## src/inc/mpss_pkg.sv

```systemverilog
// mpss_pkg: shared constants and types for the power state signalling block
// assumes a 100 MHz system clock; no software-visible registers
package mpss_pkg;
	localparam int CLK_PERIOD_NS = 10;
	localparam int PWRGOOD_SETTLE_NS = 1000;
	localparam int PWRGOOD_SETTLE_CYC = (PWRGOOD_SETTLE_NS + CLK_PERIOD_NS - 1) / CLK_PERIOD_NS;
	localparam int CARRIER_RESET_NS = 1000;
	localparam int CARRIER_RESET_CYC = (CARRIER_RESET_NS + CLK_PERIOD_NS - 1) / CLK_PERIOD_NS;
	localparam int SUSPEND_WARN_NS = 200;
	localparam int SUSPEND_WARN_CYC = (SUSPEND_WARN_NS + CLK_PERIOD_NS - 1) / CLK_PERIOD_NS;
	localparam int CNT_W = 16;
	localparam int SYNC_STAGES = 2;
	localparam int NUM_IN = 10;
	// synchronised input indices
	localparam int IDX_POWER_BUTTON_N = 0;
	localparam int IDX_RSTBTN = 1;
	localparam int IDX_PWRGOOD = 2;
	localparam int IDX_WAKE_PCIE = 3;
	localparam int IDX_WAKE_GEN = 4;
	localparam int IDX_BATTERY_LOW_N = 5;
	localparam int IDX_ALERT = 6;
	localparam int IDX_OVERTEMP = 7;
	localparam int IDX_SLEEP = 8;
	localparam int IDX_LID = 9;
	localparam logic [NUM_IN-1:0] SYNC_RESET_VAL = 10'h3FB;

	typedef enum logic [2:0] {
		MPSS_OFF = 3'h0,
		MPSS_START = 3'h1,
		MPSS_RUN = 3'h3,
		MPSS_WARN = 3'h2,
		MPSS_S3 = 3'h6,
		MPSS_S4 = 3'h7
	} mpss_state_type;

	typedef enum logic [1:0] {
		MPSS_TGT_S3 = 2'h0,
		MPSS_TGT_S4 = 2'h1,
		MPSS_TGT_S5 = 2'h2
	} mpss_target_type;
endpackage

```

## src/inc/mpss_sync_if.sv

```systemverilog
// mpss_sync_if: carries synchronised pin levels from the synchroniser
// assumes both ends run on sys_clk
`timescale 1ns/1ps
`default_nettype none
interface mpss_sync_if;
	logic [mpss_pkg::NUM_IN-1:0] level;
	logic [mpss_pkg::NUM_IN-1:0] fall;
	modport source (output level, output fall);
	modport sink (input level, input fall);
endinterface
`default_nettype wire

```

## src/verilog/mpss_top.sv

```systemverilog
// mpss_top: power and system-management signalling of the module edge
// assumes carrier pins are asynchronous; sleep requests come from firmware
`timescale 1ns/1ps
`default_nettype none
module mpss_top
#(
	parameter int PWRGOOD_SETTLE = mpss_pkg::PWRGOOD_SETTLE_CYC,
	parameter int CARRIER_RESET = mpss_pkg::CARRIER_RESET_CYC,
	parameter int SUSPEND_WARN = mpss_pkg::SUSPEND_WARN_CYC
)
(
	input wire logic sys_clk,
	input wire logic rst_n,
	input wire logic power_button_n,
	input wire logic reset_button_n,
	input wire logic power_good,
	input wire logic main_supply_low,
	input wire logic pcie_wake_n,
	input wire logic general_wake_n,
	input wire logic battery_low_n,
	input wire logic mgmt_bus_alert_n,
	input wire logic over_temp_in_n,
	input wire logic sleep_button_n,
	input wire logic lid_switch_n,
	input wire logic watchdog_timeout,
	input wire logic watchdog_clear,
	input wire logic sw_reset_req,
	input wire logic sleep_enter_req,
	input wire logic [1:0] sleep_target,
	input wire logic cpu_thermal_shutdown,
	output logic carrier_reset_n,
	output logic suspend_imminent_n,
	output logic suspend_to_ram_n,
	output logic suspend_to_disk_n,
	output logic soft_off_n,
	output logic watchdog_expired,
	output logic thermal_trip_n,
	output logic system_mgmt_interrupt_n,
	output logic over_temp,
	output logic power_button_event,
	output logic sleep_button_event,
	output logic lid_event,
	output logic wake_event,
	output logic battery_low,
	output logic system_running
);
	typedef struct packed {
		mpss_pkg::mpss_state_type fsm;
		mpss_pkg::mpss_target_type target;
		logic [mpss_pkg::CNT_W-1:0] cnt;
		logic [mpss_pkg::CNT_W-1:0] rst_cnt;
		logic [4:0] meta;
		logic [4:0] stable;
		logic carrier_reset_n;
		logic suspend_imminent_n;
		logic suspend_to_ram_n;
		logic suspend_to_disk_n;
		logic soft_off_n;
		logic watchdog_expired;
		logic thermal_trip_n;
		logic smi_n;
		logic over_temp;
		logic power_button_n_ev;
		logic sleep_ev;
		logic lid_ev;
		logic wake_ev;
		logic battery_low;
		logic running;
	} mpss_top_state_type;

	mpss_top_state_type state;
	mpss_top_state_type next_state;
	mpss_sync_if sync ();
	logic [mpss_pkg::NUM_IN-1:0] pins;
	logic any_wake;

	// target encoding decoded in one place only, on leaving WARN
	function automatic mpss_pkg::mpss_state_type mpss_sleep_state(
		input mpss_pkg::mpss_target_type tgt);
		mpss_pkg::mpss_state_type s;
		s = mpss_pkg::MPSS_OFF;
		if (tgt == mpss_pkg::MPSS_TGT_S3)
			s = mpss_pkg::MPSS_S3;
		else if (tgt == mpss_pkg::MPSS_TGT_S4)
			s = mpss_pkg::MPSS_S4;
		return s;
	endfunction

	assign pins[mpss_pkg::IDX_POWER_BUTTON_N] = power_button_n;
	assign pins[mpss_pkg::IDX_RSTBTN] = reset_button_n;
	assign pins[mpss_pkg::IDX_PWRGOOD] = power_good;
	assign pins[mpss_pkg::IDX_WAKE_PCIE] = pcie_wake_n;
	assign pins[mpss_pkg::IDX_WAKE_GEN] = general_wake_n;
	assign pins[mpss_pkg::IDX_BATTERY_LOW_N] = battery_low_n;
	assign pins[mpss_pkg::IDX_ALERT] = mgmt_bus_alert_n;
	assign pins[mpss_pkg::IDX_OVERTEMP] = over_temp_in_n;
	assign pins[mpss_pkg::IDX_SLEEP] = sleep_button_n;
	assign pins[mpss_pkg::IDX_LID] = lid_switch_n;

	mpss_sync i_mpss_sync
	(
		.sys_clk(sys_clk),
		.rst_n(rst_n),
		.pins(pins),
		.sync(sync)
	);

	// wake sources: pcie, general, alert, sleep button
	assign any_wake = ~sync.level[mpss_pkg::IDX_WAKE_PCIE]
		| ~sync.level[mpss_pkg::IDX_WAKE_GEN]
		| ~sync.level[mpss_pkg::IDX_ALERT]
		| sync.fall[mpss_pkg::IDX_SLEEP];

	always_comb
	begin
		logic reset_cause;
		logic pg;
		reset_cause = 1'b0;
		pg = sync.level[mpss_pkg::IDX_PWRGOOD];
		next_state = state;
		// on-chip-clock pins: fault flags and firmware strobes
		next_state.meta = {main_supply_low, watchdog_timeout, watchdog_clear,
			sw_reset_req, cpu_thermal_shutdown};
		next_state.stable = state.meta;
		next_state.power_button_n_ev = sync.fall[mpss_pkg::IDX_POWER_BUTTON_N];
		next_state.sleep_ev = sync.fall[mpss_pkg::IDX_SLEEP];
		next_state.lid_ev = sync.fall[mpss_pkg::IDX_LID];
		next_state.wake_ev = any_wake && (state.fsm == mpss_pkg::MPSS_S3
			|| state.fsm == mpss_pkg::MPSS_S4);
		next_state.battery_low = ~sync.level[mpss_pkg::IDX_BATTERY_LOW_N];
		next_state.over_temp = ~sync.level[mpss_pkg::IDX_OVERTEMP];
		next_state.smi_n = sync.level[mpss_pkg::IDX_ALERT];
		next_state.thermal_trip_n = ~state.stable[0];
		// set wins over clear on the watchdog flag
		if (state.stable[3])
			next_state.watchdog_expired = 1'b1;
		else if (state.stable[2])
			next_state.watchdog_expired = 1'b0;

		// reset button is level sensitive so a held button keeps reset
		reset_cause = ~sync.level[mpss_pkg::IDX_RSTBTN] | ~pg | state.stable[4]
			| state.stable[3] | state.stable[1];
		if (reset_cause)
			next_state.rst_cnt = mpss_pkg::CNT_W'(CARRIER_RESET);
		else if (state.rst_cnt != '0)
			next_state.rst_cnt = state.rst_cnt - 1'b1;
		next_state.carrier_reset_n = !reset_cause && state.rst_cnt == '0
			&& state.fsm == mpss_pkg::MPSS_RUN;

		if (state.cnt != '0)
			next_state.cnt = state.cnt - 1'b1;

		unique case (state.fsm)
			mpss_pkg::MPSS_OFF:
			begin
				if (sync.fall[mpss_pkg::IDX_POWER_BUTTON_N] || any_wake)
				begin
					next_state.fsm = mpss_pkg::MPSS_START;
					next_state.cnt = mpss_pkg::CNT_W'(PWRGOOD_SETTLE);
				end
			end
			mpss_pkg::MPSS_START:
			begin
				// restart settle time every time power-good drops
				if (!pg)
					next_state.cnt = mpss_pkg::CNT_W'(PWRGOOD_SETTLE);
				else if (state.cnt == '0)
					next_state.fsm = mpss_pkg::MPSS_RUN;
			end
			mpss_pkg::MPSS_RUN:
			begin
				if (sync.fall[mpss_pkg::IDX_POWER_BUTTON_N] || !sync.level[mpss_pkg::IDX_BATTERY_LOW_N])
				begin
					next_state.fsm = mpss_pkg::MPSS_WARN;
					next_state.target = mpss_pkg::MPSS_TGT_S5;
					next_state.cnt = mpss_pkg::CNT_W'(SUSPEND_WARN);
				end
				else if (state.stable[0])
				begin
					next_state.fsm = mpss_pkg::MPSS_WARN;
					next_state.target = mpss_pkg::MPSS_TGT_S5;
					next_state.cnt = mpss_pkg::CNT_W'(SUSPEND_WARN);
				end
				else if (sleep_enter_req || sync.fall[mpss_pkg::IDX_SLEEP])
				begin
					next_state.fsm = mpss_pkg::MPSS_WARN;
					next_state.target = sleep_enter_req
						? mpss_pkg::mpss_target_type'(sleep_target) : mpss_pkg::MPSS_TGT_S3;
					next_state.cnt = mpss_pkg::CNT_W'(SUSPEND_WARN);
				end
			end
			mpss_pkg::MPSS_WARN:
			begin
				if (state.cnt == '0)
					next_state.fsm = mpss_sleep_state(state.target);
			end
			mpss_pkg::MPSS_S3, mpss_pkg::MPSS_S4:
			begin
				if (sync.fall[mpss_pkg::IDX_POWER_BUTTON_N] || any_wake)
				begin
					next_state.fsm = mpss_pkg::MPSS_START;
					next_state.cnt = mpss_pkg::CNT_W'(PWRGOOD_SETTLE);
				end
			end
			default:
			begin
				next_state.fsm = mpss_pkg::MPSS_OFF;
			end
		endcase

		next_state.suspend_imminent_n = next_state.fsm != mpss_pkg::MPSS_WARN;
		next_state.suspend_to_ram_n = next_state.fsm != mpss_pkg::MPSS_S3;
		next_state.suspend_to_disk_n = next_state.fsm != mpss_pkg::MPSS_S4;
		next_state.soft_off_n = next_state.fsm != mpss_pkg::MPSS_OFF;
		next_state.running = next_state.fsm == mpss_pkg::MPSS_RUN;

		if (!rst_n)
		begin
			next_state = '0;
			next_state.fsm = mpss_pkg::MPSS_OFF;
			next_state.target = mpss_pkg::MPSS_TGT_S5;
			next_state.suspend_imminent_n = 1'b1;
			next_state.suspend_to_ram_n = 1'b1;
			next_state.suspend_to_disk_n = 1'b1;
			next_state.thermal_trip_n = 1'b1;
			next_state.smi_n = 1'b1;
		end
	end

	always_ff @(posedge sys_clk)
	begin
		state <= next_state;
	end

	assign carrier_reset_n = state.carrier_reset_n;
	assign suspend_imminent_n = state.suspend_imminent_n;
	assign suspend_to_ram_n = state.suspend_to_ram_n;
	assign suspend_to_disk_n = state.suspend_to_disk_n;
	assign soft_off_n = state.soft_off_n;
	assign watchdog_expired = state.watchdog_expired;
	assign thermal_trip_n = state.thermal_trip_n;
	assign system_mgmt_interrupt_n = state.smi_n;
	assign over_temp = state.over_temp;
	assign power_button_event = state.power_button_n_ev;
	assign sleep_button_event = state.sleep_ev;
	assign lid_event = state.lid_ev;
	assign wake_event = state.wake_ev;
	assign battery_low = state.battery_low;
	assign system_running = state.running;
endmodule
`default_nettype wire

```

## src/verilog/mpss_sync.sv

```systemverilog
// mpss_sync: two-flop synchronisers and falling-edge detection for pins
// assumes pins are asynchronous to sys_clk
`timescale 1ns/1ps
`default_nettype none
module mpss_sync
(
	input wire logic sys_clk,
	input wire logic rst_n,
	input wire logic [mpss_pkg::NUM_IN-1:0] pins,
	mpss_sync_if.source sync
);
	typedef struct packed {
		logic [mpss_pkg::NUM_IN-1:0] meta;
		logic [mpss_pkg::NUM_IN-1:0] stable;
		logic [mpss_pkg::NUM_IN-1:0] prev;
	} mpss_sync_state_type;

	mpss_sync_state_type state;
	mpss_sync_state_type next_state;

	always_comb
	begin
		next_state = state;
		next_state.meta = pins;
		// meta feeds only stable, never any edge logic
		next_state.stable = state.meta;
		next_state.prev = state.stable;
		if (!rst_n)
		begin
			next_state.meta = mpss_pkg::SYNC_RESET_VAL;
			next_state.stable = mpss_pkg::SYNC_RESET_VAL;
			next_state.prev = mpss_pkg::SYNC_RESET_VAL;
		end
	end

	always_ff @(posedge sys_clk)
	begin
		state <= next_state;
	end

	assign sync.level = state.stable;
	assign sync.fall = state.prev & ~state.stable;
endmodule
`default_nettype wire

```

## config.mk

```make
export PLATFORM = sky130hd
export DESIGN_NAME = mpss_top
export DESIGN_NICKNAME = d
export VERILOG_FILES = /design/src/inc/mpss_pkg.sv /design/src/inc/mpss_sync_if.sv /design/src/verilog/mpss_top.sv /design/src/verilog/mpss_sync.sv
export SDC_FILE = /design/constraint.sdc
export NUM_CORES = 1
export LEC_CHECK = 0
export ABC_AREA = 0
export BUFFER_PORTS_ARGS = -buffer_cell sky130_fd_sc_hd__clkbuf_2
export CAP_MARGIN = 10
export CORE_MARGIN = 2
export CORE_UTILIZATION = 62
export DETAILED_ROUTE_END_ITERATION = 7
export PLACE_DENSITY = 0.81
export SYNTH_ARGS = -nofsm -noshare
export SYNTH_HDL_FRONTEND = slang
export SYNTH_SLANG_ARGS = --single-unit
```

## constraint.sdc

```tcl
create_clock -name sys_clk -period 3.2 [get_ports sys_clk]
set_input_delay 0.32 -clock sys_clk [delete_from_list [all_inputs] [get_ports sys_clk]]
set_output_delay 0.32 -clock sys_clk [all_outputs]
set_load 0.01 [all_outputs]
```

==> out/results.ini, run 1 <==
[yosys]
ys_seq_area_frac=0.5221
synth-edff-count=0
async_flop_share=0
syn_inst=333
synth-warning-count=0
synth_fp_nets=356
synth_cell_types=56
ys_seq_elements=85
synth_ff_type=dfxtp_1
syn_area_per_cell_um2=9.788
syn-cell-area_mm2=0.003259

[sta]
tns_ns=0
setup_violations=0
worst_pin_slew_ns=0.7461
rsz0062_at_grt=false
finClkSkew_ns=0.01143
post-route-min-period_ns=2.168
maxSlewHeadroom=0.5004
final_hold_viol_count=0
drv_slew=0
hold_ws_ns=0.1337
fmax_mhz=461.2
period_share=0.6776

[global_routing]
grtUsageTotal=0.2074
grt_max_degree=37
grt.overflow.total=0
first_global_vias=2199
antenna_found_initial=0
grt_pass1_wl_mm=9.660

[clock_network]
cts_sinks=85
cts-root-buf=clkbuf_8
cts_buffers=9
path_clk_slew_ns=0.09
hold_buffers=0
cts_tree=done
worstSkewPairLatency_ns=0.36
clock_path_buffers=2
post-cts-setup-buffers=0
h-tree-depth=3
cts_resized=0

[route]
vias=2357
drcViolationCount=0
detail_route.iter0.violations=160
dr.pass1.iters=4
viasPerCell=5.333
antenna_left=0
wirelength_mm=5.561
wl_per_cell_um=12.58

[place]
hpwl_mm=3.892
dpl.cell_count=426
gp_congestion=0.8924
numPortBuffers=34

[floorplan]
die_h_um=76.51
core_mm2=0.005075
fp-row-count=26
start_util=0.6423
pin_count=35
fp.dieW_um=76.51
die_area_mm2=0.005853

[setup_path]
required_ns=3.49
cpMaxStageDelayCell=o211ai_1
critPathMaxFanout=11
critical_path.cell_chain=nor4_2, nand4_2, o211ai_1, o21ai_0, a21oi_1
critPathKind=reg2reg
max_stage_delay_ns=0.69
end_kind=flop
crit_arrival_ns=2.45
startpoint_type=flop

[final_layout]
area_delta_synth_final_pct=12.25
largest_reg_flops=47
registers.top_by_ff_count=state
diodes=0
finalNonFillerCells=442
num-nets-final=390
final.fill_count=407
drive_gt1_frac=0.1828

[job]
drv_cap=0

[outcome]
status=completed

[pwr]
p_per_area_mw_per_mm2=594.1
ir_drop_mv=0.3892
p_leak_uw=0.001483

[min_path]
hp-class=in2reg

[metrics by stage]
stage / power, uW / worst slack [ns] / instance area (um2) / utilization
after floorplan: 1436 / 1.457 / 3259 / -
after global placement: 1495 / 1.168 / 3472 / 0.6842
after detailed placement: 1507 / 1.057 / 3472 / 0.6842
after CTS: 2191 / 1.018 / 3659 / 0.7209
after global routing: 2291 / 0.7041 / 3659 / 0.7209
final: 2174 / 1.032 / 3659 / 0.7209
[worst paths after layout]
kind	start	endpoint	slack [ns]	cells past startpoint
setup / recovery	state[27]$_SDFFE_PN0P_	state[38]$_SDFFE_PP0P_	1.03	5
hold / removal	reset_button_n	i_mpss_sync.state[21]$_SDFF_PN1_	0.13	2
setup reg to reg	state[27]$_SDFFE_PN0P_	state[38]$_SDFFE_PP0P_	1.03	5
hold reg to reg	i_mpss_sync.sync.level[7]$_SDFF_PN1_	over_temp$_SDFF_PN0_	0.40	1
[critical path: cells and delay by family, from the launching register on]
family	cells	cell delay, ns
compound gates	3	1.03
flops	1	0.36
simple gates	2	0.71
[where the power goes]
part | total [uW] | internal (uW) | switching, uW
clock network | 686 | 295 | 391
registers | 1160 | 1110 | 46.5
logic | 328 | 139 | 189
[logic make-up after synthesis]
| logic type | Yosys count | share of synthesized area |
|---|---|---|
| adder cells (fa/ha/maj) | 3 | 0.01152 |
| AND/OR/NAND/NOR | 156 | 0.2887 |
| AO/OA/AOI/OAI | 49 | 0.1006 |
| XOR/XNOR | 16 | 0.04300 |
| buffers and inverters | 22 | 0.02764 |
| multiplexers | 2 | 0.006526 |
| flip-flops | 85 | 0.5221 |
[cells in the final DEF (no fill, tap or decap), types with 2 or more instances in the layout]
cell and n:
xnor2_1 2, and2_1 15, nand4b_1 2, a211oi_1 2, o31ai_1 2, o21a_1 2
or3_1 5, xor2_1 14, nor2b_1 4, a31oi_1 5, nand2b_1 25, clkinv_4 3
nand2_1 15, clkbuf_8 9, nor3_1 7, o211ai_1 6, inv_1 10, nor3b_1 4
dfxtp_1 85, or3_2 2, nor4_1 5, nor2_1 36, clkbuf_2 34, nor4_2 2
nor4_4 3, nand3_1 9, o21ai_0 10, a21oi_1 14, nand3b_1 2, nand4_1 7
ha_1 3
[Yosys cell counts, drive strengths merged, types with 2 or more instances]
master,instances,share of area
a31oi,5,0.0096
nand2b,25,0.048
a21oi,14,0.021
or2,2,0.0038
o21a,2,0.0046
nor2b,5,0.012
xnor2,2,0.0054
nor2,36,0.041
o211ai,6,0.014
dfxtp,85,0.52
nor3b,4,0.0092
nand2,15,0.017
or4,3,0.0084
ha,3,0.012
nand3b,3,0.0081
or3,7,0.014
xor2,14,0.038
o21ai,10,0.015
clkbuf,8,0.0096
inv,10,0.012
nor4,10,0.037
o31ai,3,0.011
nand4b,2,0.0054
nand3,9,0.014
buf,4,0.0065
nor3,7,0.011
nand4,8,0.017
and2,15,0.029
a211oi,2,0.0046
[routing by layer]
metal | global-route usage | vias up | part of all wire
met5 | 0 | - | 0
met4 | 0.07273 | 0 | 0.0097
met3 | 0.08057 | 7 | 0.051
met2 | 0.3301 | 44 | 0.47
met1 | 0.2573 | 1085 | 0.47
li1 | - | 1221 | -
[layout make-up]
type,instances,area [um2],area share
inverters,10,37.54,0.01026
repair buffers,35,177.7,0.04856
clock buffers,10,127.6,0.03488
flip-flops and latches,85,1702,0.4651
clock inverters,6,58.81,0.01607
well taps,70,87.58,0.02394
multi-input cells,226,1468,0.4012
Power figures use the tool's default switching activity.
==> run 2: changes to the inputs <==
Settings changed: ABC_AREA 0 to 1, CORE_UTILIZATION 62 to 52, PLACE_DENSITY 0.81 to 0.71.
Clock period 3.2 ns to 1.98 ns, I/O delays scaled along.
==> run 2 against run 1 <==
- clock-buffer cell count stayed put
- core utilization is 9.8 points lower
- clock power is 130% higher
- cell count is 24% higher
- via count is 14% higher
- critical path type unchanged
==> out/results.ini, run 2 <==
[place]
gp_congestion=0.8809  ; was 0.8924
numPortBuffers=34  ; unchanged
dpl.cell_count=532  ; was 426
hpwl_mm=4.555  ; was 3.892 mm

[floorplan]
fp.dieW_um=85.26  ; was 76.51 um
pin_count=35  ; unchanged
die_area_mm2=0.007268  ; was 0.005853 mm2
die_h_um=85.26  ; was 76.51 um
start_util=0.5407  ; was 0.6423
fp-row-count=29  ; was 26
core_mm2=0.006350  ; was 0.005075 mm2

[global_routing]
grt_pass1_wl_mm=10.55  ; was 9.660 mm
grt_use_met2=0.3111  ; was 0.3301
grt_max_degree=25  ; was 37
grtUsageTotal=0.1827  ; was 0.2074
grt-busiest-layer=met2  ; unchanged
grt.overflow.total=0  ; unchanged
grtUsageMet3=0.06128  ; was 0.08057
first_global_vias=2498  ; was 2199
grt_util_met1=0.2102  ; was 0.2573
antenna_found_initial=0  ; unchanged

[setup_path]
required_ns=2.23  ; was 3.49 ns
end_kind=flop  ; unchanged
crit_arrival_ns=1.93  ; was 2.45 ns
critPathMaxFanout=4  ; was 11
startpoint_type=flop  ; unchanged
critPathKind=reg2reg  ; unchanged

[final_layout]
diodes=0  ; unchanged
drive_gt1_frac=0.2399  ; was 0.1828
largest_reg_flops=47  ; unchanged
num-nets-final=489  ; was 390
finalCoreUtilization=0.6225  ; was 0.7209
final.fill_count=540  ; was 407
area_delta_synth_final_pct=15.12  ; was 12.25%
layout_commonest_cell=dfxtp_1  ; unchanged
finalNonFillerCells=548  ; was 442
registers.top_by_ff_count=state  ; unchanged
final_cell_mix=85 x dfxtp_1, 76 x nand2_1, 59 x inv_1  ; was 85 x dfxtp_1, 36 x nor2_1, 34 x clkbuf_2

[route]
wirelength_mm=6.066  ; was 5.561 mm
antenna_left=0  ; unchanged
drcViolationCount=0  ; unchanged
viasPerCell=4.898  ; was 5.333
detail_route.iter0.violations=76  ; was 160
vias=2684  ; was 2357
wl_per_cell_um=11.07  ; was 12.58 um
dr.pass1.iters=4  ; unchanged

[job]
drv_cap=0  ; unchanged

[pwr]
ir_drop_mv=0.6437  ; was 0.3892 mV
p_per_area_mw_per_mm2=1134  ; was 594.1 mW/mm2
p_leak_uw=0.001943  ; was 0.001483 uW

[sta]
tns_ns=0  ; unchanged
worst_pin_slew_ns=0.5240  ; was 0.7461 ns
fmax_mhz=596.4  ; was 461.2 MHz
final_hold_viol_count=0  ; unchanged
period_share=0.8469  ; was 0.6776
drv_slew=0  ; unchanged
finClkSkew_ns=0.004890  ; was 0.01143 ns
maxSlewHeadroom=0.6503  ; was 0.5004
setup_violations=0  ; unchanged
post-route-min-period_ns=1.677  ; was 2.168 ns
rsz0062_at_grt=false  ; unchanged

[clock_network]
cts_buffers=9  ; unchanged
worstSkewPairLatency_ns=0.35  ; was 0.36 ns
cts_tree=done  ; unchanged
h-tree-depth=3  ; unchanged
post-cts-setup-buffers=0  ; unchanged
cts-root-buf=clkbuf_8  ; unchanged
path_clk_slew_ns=0.08  ; was 0.09 ns
clock_path_buffers=2  ; unchanged
cts_resized=0  ; unchanged
cts_sinks=85  ; unchanged
hold_buffers=0  ; unchanged

[yosys]
syn_area_per_cell_um2=8.059  ; was 9.788 um2
synth_cell_types=36  ; was 56
ys_seq_elements=85  ; unchanged
synth-warning-count=0  ; unchanged
ys_seq_area_frac=0.4956  ; was 0.5221
synth_area_leaders=dfxtp_1 50%, nand2_1 8.3%, inv_1 6.5%  ; was dfxtp_1 52%, nand2b_1 4.8%, nor2_1 4.1%
synth_top_area_share=0.4956  ; was 0.5221
syn_inst=426  ; was 333
yosys.area.top_type=dfxtp_1  ; unchanged
synth_fp_nets=449  ; was 356
syn-cell-area_mm2=0.003433  ; was 0.003259 mm2
synth.most_common_cell=dfxtp_1  ; unchanged
ys_top_cells_by_count=85 x dfxtp_1, 76 x nand2_1, 59 x inv_1, 50 x nor2_1, 23 x nand3_1  ; was 85 x dfxtp_1, 36 x nor2_1, 25 x nand2b_1, 15 x and2_1, 15 x nand2_1
synth-edff-count=0  ; unchanged
async_flop_share=0  ; unchanged
synth_ff_type=dfxtp_1  ; unchanged

[min_path]
hp-class=in2reg  ; unchanged

[outcome]
status=completed  ; unchanged

[run 2: cell types whose count changed in the layout (fill, tap and decap cells not counted), sizes merged, moves of 8 or more]
cell,before,now
nand2b,25,0
nor2,36,63
nand3,9,26
and2,15,0
nand2,15,83
nor4,10,2
inv,11,65
or2,2,24
[run 2: path summary, 6_finish.rpt]
kind	start	end	slack [ns]	depth (start not counted)
setup / recovery	state[25]$_SDFFE_PP0P_	state[35]$_SDFFE_PP0P_	0.30	10
hold / removal	main_supply_low	state[24]$_SDFF_PN0_	0.03	3
hold reg to reg	i_mpss_sync.sync.level[7]$_SDFF_PN1_	over_temp$_SDFF_PN0_	0.40	1
setup reg to reg	state[25]$_SDFFE_PP0P_	state[35]$_SDFFE_PP0P_	0.30	10
[run 2: layer usage]
metal	wire length, um	part of all wire
met3	243	0.040
met2	2912	0.48
met5	0	0
met4	110	0.018
met1	2799	0.46
[run 2: critical path: stages, from the launching register on]
cell and delay [ns]:
dfxtp_1 0.38, inv_1 0.08, ha_1 0.22, nand2_1 0.12, nor2_2 0.07, nand2_2 0.10, nor2_4 0.05, nor2_1 0.21
nand3_1 0.16, o21ai_1 0.14, nor2_1 0.05
[run 2: logic make-up (layout without fill, tap and decap cells)]
| kind of cell | after synthesis | count (layout) | share of synthesized area |
|---|---|---|---|
| buffers and inverters | 73 | 118 | 0.08345 |
| xor gates and xnor gates | 10 | 10 | 0.02551 |
| AOI/OAI and AO/OA | 34 | 34 | 0.05831 |
| and+or+nand+nor | 221 | 221 | 0.3262 |
| DFF | 85 | 85 | 0.4956 |
| adders and majority gates | 3 | 3 | 0.01093 |
[run 2: per-stage QoR]
step	cell area (um2)	power [uW]	setup WS, ns	hold WS, ns
6_report	3953	4482	0.3032	0.02870
3_3_place_gp	3681	2902	0.3061	0.3701
5_1_grt	3953	4738	0.1072	0.006986
2_1_floorplan	3433	2730	0.5226	0.2956
3_5_place_dp	3681	2922	0.3419	0.3831
4_1_cts	3953	4517	0.3162	0.01123
[run 2: area by class of cell]
type / instances / area [um2] / area share
Clock buffer: 10 / 137.6 / 0.03482
Clock inverter: 6 / 133.9 / 0.03387
Sequential cell: 85 / 1702 / 0.4305
Tap cell: 77 / 96.34 / 0.02437
Inverter: 66 / 252.7 / 0.06394
Timing Repair Buffer: 36 / 185.2 / 0.04685
Multi-Input combinational cell: 268 / 1445 / 0.3656
[run 2: report_power, final]
part | internal [uW] | switching, uW
Sequential | 1820 | 97.4
Combinational | 365 | 603
Clock | 999 | 592
